### config.mk
export PLATFORM = sky130hd
export DESIGN_NAME = adcss_top
export DESIGN_NICKNAME = d
export VERILOG_FILES = /design/src/hw/adcss_pkg.sv /design/src/hw/adcss_conv_if.sv /design/src/hw/adcss_format.sv /design/src/hw/adcss_top.sv
export SDC_FILE = /design/constraint.sdc
export NUM_CORES = 1
export LEC_CHECK = 0
export BUFFER_PORTS_ARGS = -buffer_cell sky130_fd_sc_hd__clkbuf_2
export CORE_MARGIN = 3
export CORE_UTILIZATION = 40
export CTS_CLUSTER_SIZE = 14
export DETAILED_ROUTE_END_ITERATION = 10
export PLACE_DENSITY = 0.65
export SLEW_MARGIN = 10
export SYNTH_ARGS = -nofsm -noshare
export SYNTH_HDL_FRONTEND = slang
export SYNTH_SLANG_ARGS = --single-unit
### constraint.sdc
create_clock -name pclk -period 2.34 [get_ports pclk]
set_clock_uncertainty 0.15 [all_clocks]
set_input_delay 0.117 -clock pclk [delete_from_list [all_inputs] [get_ports pclk]]
set_output_delay 0.117 -clock pclk [all_outputs]
set_load 0.02 [all_outputs]
### src/hw/adcss_pkg.sv
// Constants, register map and types for the conversion sequence start control.
// Assumes an APB master on pclk; sample completion comes from the analog side.
// Operation
// Any write to the sequence start register aborts the running sequence and starts a new one.
// Bit 7 clear gives left justified results, set gives right justified results.
// Bit 6 clear gives unsigned results, set gives two's complement signed results.
// Right justified results are always unsigned whatever bit 6 says.
// Bit 5 clear runs one sequence and stops, set repeats sequences back to back.
// Bit 4 clear converts only the coded input for every conversion of the sequence.
// Bit 4 set steps across inputs, as many as the sequence length value; the code runs one input when that value is zero.
// Bits 3:0 name the single input, or the first input in multi-channel mode.
// Each next input is the code plus one, and after the wrap limit input comes input zero.
// A start above the wrap limit counts up to input fifteen before its first wrap to zero.
// Results map to bits 15:8, 7:0, 15:6 or 9:0 by resolution and justification.
// The channel code is plain binary, 0000 for input zero up to 1111 for input fifteen.
// The done flag sets at the end of every completed sequence and a start write clears it.
package adcss_pkg;

  // Register byte offsets
  localparam logic [11:0] OFS_START   = 12'h000;
  localparam logic [11:0] OFS_WRAP    = 12'h004;
  localparam logic [11:0] OFS_CONFIG  = 12'h008;
  localparam logic [11:0] OFS_STATUS  = 12'h00c;
  localparam logic [11:0] OFS_IRQ_ST  = 12'h010;
  localparam logic [11:0] OFS_IRQ_MSK = 12'h014;
  localparam logic [11:0] OFS_RESULT  = 12'h018;

  // Start register fields
  localparam int BIT_JUSTIFY = 7;
  localparam int BIT_SIGNED  = 6;
  localparam int BIT_CONT    = 5;
  localparam int BIT_MULTI   = 4;

  // Config register fields: sequence length in 3:0, low resolution in 8
  localparam int BIT_LOWRES  = 8;

  // Reset values
  localparam logic [7:0] RST_START  = 8'h00;
  localparam logic [3:0] RST_WRAP   = 4'hf;
  localparam logic [3:0] RST_SEQLEN = 4'h4;
  localparam logic [1:0] RST_MASK   = 2'h0;

  // Interrupt status bits
  localparam int IRQ_DONE  = 0;
  localparam int IRQ_ABORT = 1;

  typedef enum logic [1:0] {
    ST_IDLE,
    ST_REQ,
    ST_WAIT
  } adcss_state_t;

endpackage : adcss_pkg

### src/hw/adcss_conv_if.sv
// Request and answer between the sequencer and the result formatter.
// Assumes both ends run on the same pclk.
`timescale 1ns/100ps
interface adcss_conv_if;
  logic       valid;     // Raw sample taken this cycle
  logic [9:0] raw;       // Raw unsigned 10-bit code
  logic       justify;   // 1 right justified
  logic       signed_s;  // 1 signed request
  logic       lowres;    // 1 eight-bit resolution
  logic [15:0] word;     // Formatted result

  modport seq (output valid, raw, justify, signed_s, lowres, input word);
  modport fmt (input valid, raw, justify, signed_s, lowres, output word);
endinterface : adcss_conv_if

### src/hw/adcss_format.sv
// Result formatter: places a raw code on the 16-bit result bus.
// Assumes a raw 10-bit unsigned code; 8-bit mode uses its upper 8 bits.
`timescale 1ns/100ps
module adcss_format (
  input  wire logic pclk,    // Bus clock
  input  wire logic presetn, // Async reset, active low
  adcss_conv_if.fmt cv       // Conversion data
);

  // Right justified data ignores the sign select
  wire logic use_sign = cv.signed_s & ~cv.justify;
  logic [15:0] word_r;
  logic [15:0] word_nxt;

  // Mapping by resolution and justification
  always_comb begin
    word_nxt = 16'h0000;
    if (cv.lowres) begin
      if (cv.justify) word_nxt = {8'h00, cv.raw[9:2]};
      else word_nxt = {cv.raw[9] ^ use_sign, cv.raw[8:2], 8'h00};
    end else begin
      if (cv.justify) word_nxt = {6'h00, cv.raw};
      else word_nxt = {cv.raw[9] ^ use_sign, cv.raw[8:0], 6'h00};
    end
  end

  // Result register, loaded with the mapped word on each finished sample
  always_ff @(posedge pclk or negedge presetn) begin
    if (!presetn) word_r <= 16'h0000;
    else if (cv.valid) word_r <= word_nxt;
  end

  assign cv.word = word_r;

endmodule : adcss_format

### src/hw/adcss_top.sv
// Sequence start control with APB slave, channel stepping and result formatting.
// Assumes the analog side answers each sample request with one done pulse.
`timescale 1ns/100ps
module adcss_top (
  input  wire logic        pclk,        // Bus clock, 100 MHz
  input  wire logic        presetn,     // Async reset, active low
  input  wire logic        psel,        // APB select
  input  wire logic        penable,     // APB enable
  input  wire logic        pwrite,      // APB direction
  input  wire logic [11:0] paddr,       // APB byte address
  input  wire logic [31:0] pwdata,      // APB write data
  output logic      [31:0] prdata,      // APB read data
  output logic             pready,      // APB ready
  output logic             pslverr,     // APB error
  output logic             sample_req,  // One-cycle sample request
  output logic      [3:0]  sample_chan, // Input being converted
  output logic             abort,       // One-cycle abort pulse
  input  wire logic        sample_done, // Sample finished pulse
  input  wire logic [9:0]  sample_code, // Raw code with sample_done
  output logic             seq_busy,    // Sequence in progress
  output logic             irq          // Level interrupt
);

  adcss_conv_if cv ();

  adcss_pkg::adcss_state_t state_r;
  logic [7:0]  start_r;
  logic [3:0]  wrap_r;
  logic [3:0]  seqlen_r;
  logic        lowres_r;
  logic [3:0]  chan_r;
  logic [3:0]  first_r;
  logic [3:0]  count_r;
  logic        done_flag_r;
  logic [1:0]  irq_st_r;
  logic [1:0]  irq_msk_r;
  logic        pending_r;

  // Bus phase decode
  wire logic acc   = psel & penable;
  wire logic wr    = acc & pwrite;
  wire logic rd    = acc & ~pwrite;
  wire logic wr_st = wr & (paddr == adcss_pkg::OFS_START);
  wire logic last  = (count_r == seqlen_r - 4'h1) | (seqlen_r == 4'h0);
  wire logic fin   = (state_r == adcss_pkg::ST_WAIT) & sample_done & ~wr_st;
  wire logic seq_end = fin & last;

  function automatic logic mapped(input logic [11:0] a);
    mapped = (a == adcss_pkg::OFS_START) | (a == adcss_pkg::OFS_WRAP) |
             (a == adcss_pkg::OFS_CONFIG) | (a == adcss_pkg::OFS_STATUS) |
             (a == adcss_pkg::OFS_IRQ_ST) | (a == adcss_pkg::OFS_IRQ_MSK) |
             (a == adcss_pkg::OFS_RESULT);
  endfunction : mapped

  // Next input: plus one, wrapping after the limit or after fifteen
  function automatic logic [3:0] next_chan(input logic [3:0] c, input logic [3:0] w);
    next_chan = (c == w) ? 4'h0 : c + 4'h1;
  endfunction : next_chan

  // Zero wait state slave
  assign pready  = 1'b1;
  assign pslverr = acc & ~mapped(paddr);

  // Configuration registers
  always_ff @(posedge pclk or negedge presetn) begin
    if (!presetn) begin
      start_r   <= adcss_pkg::RST_START;
      wrap_r    <= adcss_pkg::RST_WRAP;
      seqlen_r  <= adcss_pkg::RST_SEQLEN;
      lowres_r  <= 1'b0;
      irq_msk_r <= adcss_pkg::RST_MASK;
    end else if (wr) begin
      if (paddr == adcss_pkg::OFS_START) start_r <= pwdata[7:0];
      if (paddr == adcss_pkg::OFS_WRAP) wrap_r <= pwdata[3:0];
      if (paddr == adcss_pkg::OFS_CONFIG) begin
        seqlen_r <= pwdata[3:0];
        lowres_r <= pwdata[adcss_pkg::BIT_LOWRES];
      end
      if (paddr == adcss_pkg::OFS_IRQ_MSK) irq_msk_r <= pwdata[1:0];
    end
  end

  // Sequencer; a start write restarts from any state
  always_ff @(posedge pclk or negedge presetn) begin
    if (!presetn) begin
      state_r <= adcss_pkg::ST_IDLE;
      chan_r  <= 4'h0;
      first_r <= 4'h0;
      count_r <= 4'h0;
    end else if (wr_st) begin
      state_r <= adcss_pkg::ST_REQ;
      chan_r  <= pwdata[3:0];
      first_r <= pwdata[3:0];
      count_r <= 4'h0;
    end else begin
      unique case (state_r)
        adcss_pkg::ST_IDLE: state_r <= adcss_pkg::ST_IDLE;
        adcss_pkg::ST_REQ:  state_r <= adcss_pkg::ST_WAIT;
        adcss_pkg::ST_WAIT: begin
          if (sample_done) begin
            if (last) begin
              count_r <= 4'h0;
              chan_r  <= first_r;
              state_r <= start_r[adcss_pkg::BIT_CONT] ? adcss_pkg::ST_REQ
                                                      : adcss_pkg::ST_IDLE;
            end else begin
              count_r <= count_r + 4'h1;
              state_r <= adcss_pkg::ST_REQ;
              if (start_r[adcss_pkg::BIT_MULTI]) chan_r <= next_chan(chan_r, wrap_r);
              // Single mode keeps the same input
            end
          end
        end
        // The fourth code of the two-bit state is unused; fall back to idle
        default: state_r <= adcss_pkg::ST_IDLE;
      endcase
    end
  end

  // Abort pulse only when a running sequence is cut
  always_ff @(posedge pclk or negedge presetn) begin
    if (!presetn) abort <= 1'b0;
    else abort <= wr_st & (state_r != adcss_pkg::ST_IDLE);
  end

  assign sample_req  = (state_r == adcss_pkg::ST_REQ);
  assign sample_chan = chan_r;
  assign seq_busy    = (state_r != adcss_pkg::ST_IDLE);

  // Done flag; a start write clears it, and cannot coincide with seq_end
  always_ff @(posedge pclk or negedge presetn) begin
    if (!presetn) done_flag_r <= 1'b0;
    else if (seq_end) done_flag_r <= 1'b1;
    else if (wr_st) done_flag_r <= 1'b0;
  end

  // Sticky interrupt status, cleared by read; set wins over clear
  wire logic rd_irq = rd & (paddr == adcss_pkg::OFS_IRQ_ST);
  wire logic [1:0] ev = {abort, seq_end};
  always_ff @(posedge pclk or negedge presetn) begin
    if (!presetn) irq_st_r <= 2'h0;
    else irq_st_r <= (rd_irq ? 2'h0 : irq_st_r) | ev;
  end

  assign irq = |(irq_st_r & irq_msk_r);

  // Result formatter link; justify and sign come from the live start register, resolution from the config register
  assign cv.valid    = fin;
  assign cv.raw      = sample_code;
  assign cv.justify  = start_r[adcss_pkg::BIT_JUSTIFY];
  assign cv.signed_s = start_r[adcss_pkg::BIT_SIGNED];
  assign cv.lowres   = lowres_r;

  adcss_format u_fmt (
    .pclk    (pclk),
    .presetn (presetn),
    .cv      (cv)
  );

  // Pending bit marks an unread result
  always_ff @(posedge pclk or negedge presetn) begin
    if (!presetn) pending_r <= 1'b0;
    else if (fin) pending_r <= 1'b1;
    else if (rd & (paddr == adcss_pkg::OFS_RESULT)) pending_r <= 1'b0;
  end

  // Read mux
  always_comb begin
    prdata = 32'h0000_0000;
    if (rd) begin
      unique case (paddr)
        adcss_pkg::OFS_START:   prdata = {24'h000000, start_r};
        adcss_pkg::OFS_WRAP:    prdata = {28'h0000000, wrap_r};
        adcss_pkg::OFS_CONFIG:  prdata = {23'h000000, lowres_r, 4'h0, seqlen_r};
        adcss_pkg::OFS_STATUS:  prdata = {16'h0000, 3'h0, pending_r, count_r,
                                          chan_r, 2'h0, seq_busy, done_flag_r};
        adcss_pkg::OFS_IRQ_ST:  prdata = {30'h00000000, irq_st_r};
        adcss_pkg::OFS_IRQ_MSK: prdata = {30'h00000000, irq_msk_r};
        adcss_pkg::OFS_RESULT:  prdata = {16'h0000, cv.word};
        default:                prdata = 32'h0000_0000;
      endcase
    end
  end

endmodule : adcss_top

Yosys cells after proc, flatten, opt, wreduce, memory -nomap -nowiden

Index checks and enable logic that the tools add are counted.

Equality and inequality tests: 11
Bitwise operators: 26
Mux-type cells: 25
$add $sub $neg: 3
Reduce and logical (&&, ||, !) cells: 15

Operators with widths:

| kind                                             | number |
|---|---|
| case mux 16 bit (7 select lines)                 | 1 |
| 2-to-1 mux 16 bit                                | 3 |
| 2-to-1 mux 4 bit                                 | 10 |
| == test 12 x 5 -> 1 bit, second input constant   | 3 |
| 2-to-1 mux 32 bit                                | 1 |
| == test 12 x 4 -> 1 bit, second input constant   | 2 |
| AND 1 bit                                        | 12 |
| == test 12 x 3 -> 1 bit, second input constant   | 1 |
| zero test 12 bit                                 | 1 |
| AND reduction 2 bit                              | 5 |
| nonzero test 2 bit                               | 5 |
| adder 4 x 1 -> 4 bit, second input constant      | 2 |
| == test 4 bit                                    | 2 |
| OR 1 bit                                         | 7 |
| 2-to-1 mux 1 bit                                 | 6 |
| 2-to-1 mux 2 bit                                 | 3 |
| zero test 4 bit                                  | 1 |
| inverter 1 bit                                   | 4 |
| case mux 2 bit (2 select lines)                  | 1 |
| subtractor 4 x 1 -> 4 bit, second input constant | 1 |
| inequality test 3 bit, second input constant     | 1 |
| AND reduction 3 bit                              | 1 |
| nonzero test 3 bit                               | 1 |
| AND 2 bit                                        | 1 |
| other kinds (5)                                  | 5 |

Input bits: 60
Logic and storage cells: 94
Register bits: 54
Output and inout port bits: 42

Longest topological paths before layout

Depth in word-level cells: 9
Mapped depth: 8

Modules after synthesis

From an unflattened synthesis, not the netlist that was laid out.

Cells, all modules: 340
Area, all modules: 3216.8 um2

Modules (own cells, without submodules):

| module       | cells an instance | seq. area each (um2) | instances | area each (um2) |
|---|---|---|---|---|
| adcss_top    | 264               | 857.1                | 1         | 2438.6 |
| adcss_format | 76                | 400.4                | 1         | 778.2 |

Worst setup path before layout

No wires, ideal clock.

Path kind: reg-to-reg
From: reg seqlen_r[0]
To: reg state_r[0]
Setup slack: 0.216 ns
Period minus slack after synthesis: 2.124 ns
Data arrival time: 1.828 ns
Buffers on the path: 1
Stages on the path, launching flop included: 9
Cells stage by stage: dfrtp_1 inv_1 ha_1 xor3_1 nor3_1 a21oi_1 buf_2 o211ai_1 o211ai_1

Word-level cells in the longest chain between the ends: 7

RTL lines:

| what                                | RTL line         | source |
|---|---|---|
| from (decl)                         | adcss_top.sv:29  | `logic [3:0] seqlen_r;` |
| from (signal assigned)              | adcss_top.sv:69  | `seqlen_r <= adcss_pkg::RST_SEQLEN;` |
| from (signal assigned)              | adcss_top.sv:76  | `seqlen_r <= pwdata[3:0];` |
| subtractor 4 x 1 -> 4 bit           | adcss_top.sv:44  | `wire logic last = (count_r == seqlen_r - 4'h1) \| (seqlen_r == 4'h0);` |
| == test 4 bit                       | adcss_top.sv:44  |  |
| OR 1 bit (*)                        | adcss_top.sv:44  |  |
| 2-to-1 mux 1 bit (*)                | adcss_top.sv:101 | `if (last) begin` |
| 2-to-1 mux 2 bit (*)                | adcss_top.sv:100 | `if (sample_done) begin` |
| case mux 2 bit (2 select lines) (*) | adcss_top.sv:96  | `unique case (state_r)` |
| 2-to-1 mux 2 bit (*)                | adcss_top.sv:90  | `end else if (wr_st) begin` |
| to (signal assigned)                | adcss_top.sv:91  | `state_r <= adcss_pkg::ST_REQ;` |
| to (signal assigned)                | adcss_top.sv:97  | `adcss_pkg::ST_IDLE: state_r <= adcss_pkg::ST_IDLE;` |
| to (signal assigned)                | adcss_top.sv:98  | `adcss_pkg::ST_REQ: state_r <= adcss_pkg::ST_WAIT;` |
| to (decl)                           | adcss_top.sv:26  | `adcss_pkg::adcss_state_t state_r;` |

Mark *: on every way between the ends. The rest lies on a longest branch, timed or not. The select of a mux whose other input is x is not followed.
A chain may end at the register's enable or synchronous reset.

Worst setup path after layout

From: in paddr[9]
To: out prdata[5]

Word-level cells in the longest chain between the ends: 3

RTL lines:

| what                                            | RTL line         | source |
|---|---|---|
| from (decl)                                     | adcss_top.sv:10  | `input wire logic [11:0] paddr,` |
| == test 12 x 5 -> 1 bit (tied with other cells) | adcss_top.sv:171 | `unique case (paddr)` |
| case mux 16 bit (7 select lines) (*)            | adcss_top.sv:171 |  |
| 2-to-1 mux 32 bit (*)                           | adcss_top.sv:170 | `if (rd) begin` |
| to (decl)                                       | adcss_top.sv:12  | `output logic [31:0] prdata,` |

Mark *: on every way between the ends. The rest lies on a longest branch, timed or not.

==> impl_metrics.tcl <==
set metrics [dict create \
    run_status "completed" \
    min_period_over_period 0.958 \
    nature_of_the_critical_path_endpoint "output port" \
    yosys.cell_count.top_type "sky130_fd_sc_hd__nand2_1" \
    cts_inserted_buffers 5 \
    cts.htree.levels 2 \
    synth_largest_type_area_fraction 0.353 \
    rsz0062_at_grt "no" \
    synth_top_family_by_area "simple AND/OR/NAND/NOR gates" \
    worst_hold_path_type "input pin to asynchronous set/reset pin" \
    via_count_of_the_first_global_routing_pass 2919 \
    post_drt_via_cell_ratio 5.51 \
    floorplan.io_pins 102 \
    slew_viol_final 0 \
    startpoint_type "input pin" \
    finalWeightedCongestion 0.934 \
    yosysWarnings 0 \
    post_synth_fa_ha_maj_area_fraction 0.0274 \
    dpl.hpwl_um 6820 \
    clk_pin_slew_ns 0.09 \
    fp-row-count 31 \
    regToRegSetupSlack_ns 0.16 \
    synth_mux_area_frac 0.0964 \
    synth_async_sr_flop_share 1.00 \
    layout-drive-gt1-share 0.291 \
    synth.yosys.seq_area_share 0.394 \
    finalSetupViolCount 0 \
    worstSkewPairLatency_ns 0.31 \
    track_usage 0.210 \
    start_util 0.426 \
    syn_area_um2 3190 \
    worst_setup_path_startpoint "paddr[9]" \
    critical_path.endpoint "prdata[5]" \
    syn-mean-instance-area_um2 9.25 \
    postSynth.topFlopCell "sky130_fd_sc_hd__dfrtp_1" \
    grt_overflow 0 \
    worst_slew_pin_slew_ns 0.628 \
    final_net_count 499 \
    synth-edff-count 0 \
    drc 0 \
    coreArea_um2 7490 \
    grt_antenna_before_repair 0 \
    fp.dieArea_um2 9090 \
    clock-root-buffer "sky130_fd_sc_hd__clkbuf_8" \
    fmax_ghz 0.446 \
    synth_xor_xnor_area_share 0.0349 \
    n_antenna_cell 0 \
    dr.first_iter.drc_count 223 \
    tns_setup_ns 0 \
    detailed_place.area_um2 3650 \
    finalCriticalPeriod_ns 2.24 \
    grt_max_degree 35 \
    worst-endpoint-arrival_ns 1.98 \
    critPathKind "input pin to output port" \
    ys_types 56 \
    post_synth_inst_count 345 \
    firstDrtPassIters 5 \
    grt_first_pass_wirelength_um 14600 \
    timing.max_slew.rel_slack 0.578 \
    synth_simple_gate_area_share 0.243 \
    max_cap_violations 0 \
    cp_data_required_time_ns 2.07 \
    cts_max_path_buffers 2 \
    finish.instance_area_um2 3930 \
    synthTopCellsByCount "sky130_fd_sc_hd__nand2_1 (61), sky130_fd_sc_hd__dfrtp_1 (45), sky130_fd_sc_hd__mux2_2 (20)" \
    drt_wl_total_um 9090 \
    p_leak_nw 1.82 \
    finalWorstSetupSlack_ns 0.0971 \
    ff_latch_count_synth 50 \
    fraction_of_the_mapped_netlist_area_in_compound_gates 0.137 \
    syn2layout_area_growth_pct 23.2 \
    dieHeight_um 95.3 \
    cts_tree "built" \
    dr_total_vias 2930 \
    post-cts-setup-buffers 0 \
    final_ant_viol_nets 0 \
    final_util 0.525 \
    route.detailed.wl_per_inst_um 17.1 \
    die_w_um 95.3 \
    critical_register_to_register_path_endpoint "state_r[0]$_DFFE_PN0P_" \
    holdWs_ns 0.0457 \
    report.final.hold_viol_count 0 \
    synth_top_area_cell "sky130_fd_sc_hd__dfrtp_1" \
    crit_fanout 7 \
    worst_ir_drop_vdd_mv 0.259 \
    dp_slack_ns 0.0780 \
    worst-r2r-cell-count 8 \
    power_density_nw_per_um2 409 \
    synth_top_cells_by_area "sky130_fd_sc_hd__dfrtp_1 (35%), sky130_fd_sc_hd__nand2_1 (7.2%), sky130_fd_sc_hd__mux2_2 (7.1%)" \
    clock_sinks 50 \
    portBuffers 61 \
    crit-reg2reg-launch "seqlen_r[1]$_DFFE_PN0P_" \
]
==> metal layers <==
metal  vias up  wire, µm  GRT usage
li1       1379         -          -
met1      1413      3890      0.274
met2       123      4370      0.346
met3        15       651     0.0371
met4         0       171     0.0829
met5         -         0          0
==> cell families after synthesis <==
| group | count (synthesis) |
|---|---|
| xor gates and xnor gates | 11 |
| AOI/OAI and AO/OA | 65 |
| and+or+nand+nor | 146 |
| other | 2 |
| buffers and inverters | 37 |
| adders and majority gates | 7 |
| DFF | 50 |
| muxes | 27 |
==> through the flow <==
step	total power, mW	instances
CTS	1.61	532
detailed placement	1.07	507
floorplan	1.00	360
global placement	1.06	507
global route	1.68	532
finish	1.61	532
==> sequential cells by signal, summed over array words and instances (netlist names) <==
signal,cells
u_fmt.cv.word,16
start_r,8
count_r,4
sample_chan,4
seqlen_r,4
wrap_r,4
irq_msk_r,2
irq_st_r,2
state_r,2
abort,1
cv.lowres,1
done_flag_r,1
pending_r,1
==> area by class of cell <==
class	count	area [µm²]
clock buffers	6	82.6
repair buffers	95	631
fillers	726	3550
flip-flops and latches	50	1260
inverters	7	26.3
multi-input cells	273	1800
clock inverters	2	12.5
well taps	99	124
==> worst max-delay path, cell delays in order <==
cell and delay, ns:
sky130_fd_sc_hd__clkbuf_2 0.10, sky130_fd_sc_hd__or4_4 0.54, sky130_fd_sc_hd__or4_4 0.46, sky130_fd_sc_hd__nor2_4 0.24, sky130_fd_sc_hd__a222oi_1 0.12, sky130_fd_sc_hd__nor2_1 0.19
sky130_fd_sc_hd__clkbuf_2 0.21
==> repair_timing <==
item | in CTS | in global routing
resized for setup | 0 | 5
hold buffers | 17 | 0
setup endpoints to repair | 0 | 11
hold endpoints to repair | 72 | 0
==> power by group <==
group	switching [mW]	total [mW]	internal, mW
clock	0.296	0.535	0.238
combinational	0.108	0.183	0.0756
sequential	0.0112	0.890	0.878
total	0.415	1.61	1.19
==> cell usage in the layout, fill, tap and decap left out, types with 8 or more instances in the layout <==
master and n:
sky130_fd_sc_hd__a21oi_1 10, sky130_fd_sc_hd__buf_4 16, sky130_fd_sc_hd__clkbuf_2 60, sky130_fd_sc_hd__conb_1 17, sky130_fd_sc_hd__dfrtp_1 45, sky130_fd_sc_hd__dlygate4sd3_1 17
sky130_fd_sc_hd__mux2_2 20, sky130_fd_sc_hd__nand2_1 61, sky130_fd_sc_hd__nand2b_1 9, sky130_fd_sc_hd__nand3_1 9, sky130_fd_sc_hd__nor2_1 17, sky130_fd_sc_hd__nor3_1 8
sky130_fd_sc_hd__o21ai_0 18
==> how the worst min path moves through the flow <==
stage / start / to / slack [ns]
2_1_floorplan: presetn / abort$_DFF_PN0_ / -0.33
3_3_place_gp: presetn / u_fmt.cv.word[7]$_DFFE_PN0P_ / -0.16
3_5_place_dp: presetn / u_fmt.cv.word[7]$_DFFE_PN0P_ / -0.16
4_1_cts: presetn / u_fmt.cv.word[7]$_DFFE_PN0P_ / 0.05
5_1_grt: presetn / u_fmt.cv.word[7]$_DFFE_PN0P_ / 0.06
6_report: presetn / u_fmt.cv.word[7]$_DFFE_PN0P_ / 0.05
Power figures use the tool's default switching activity.
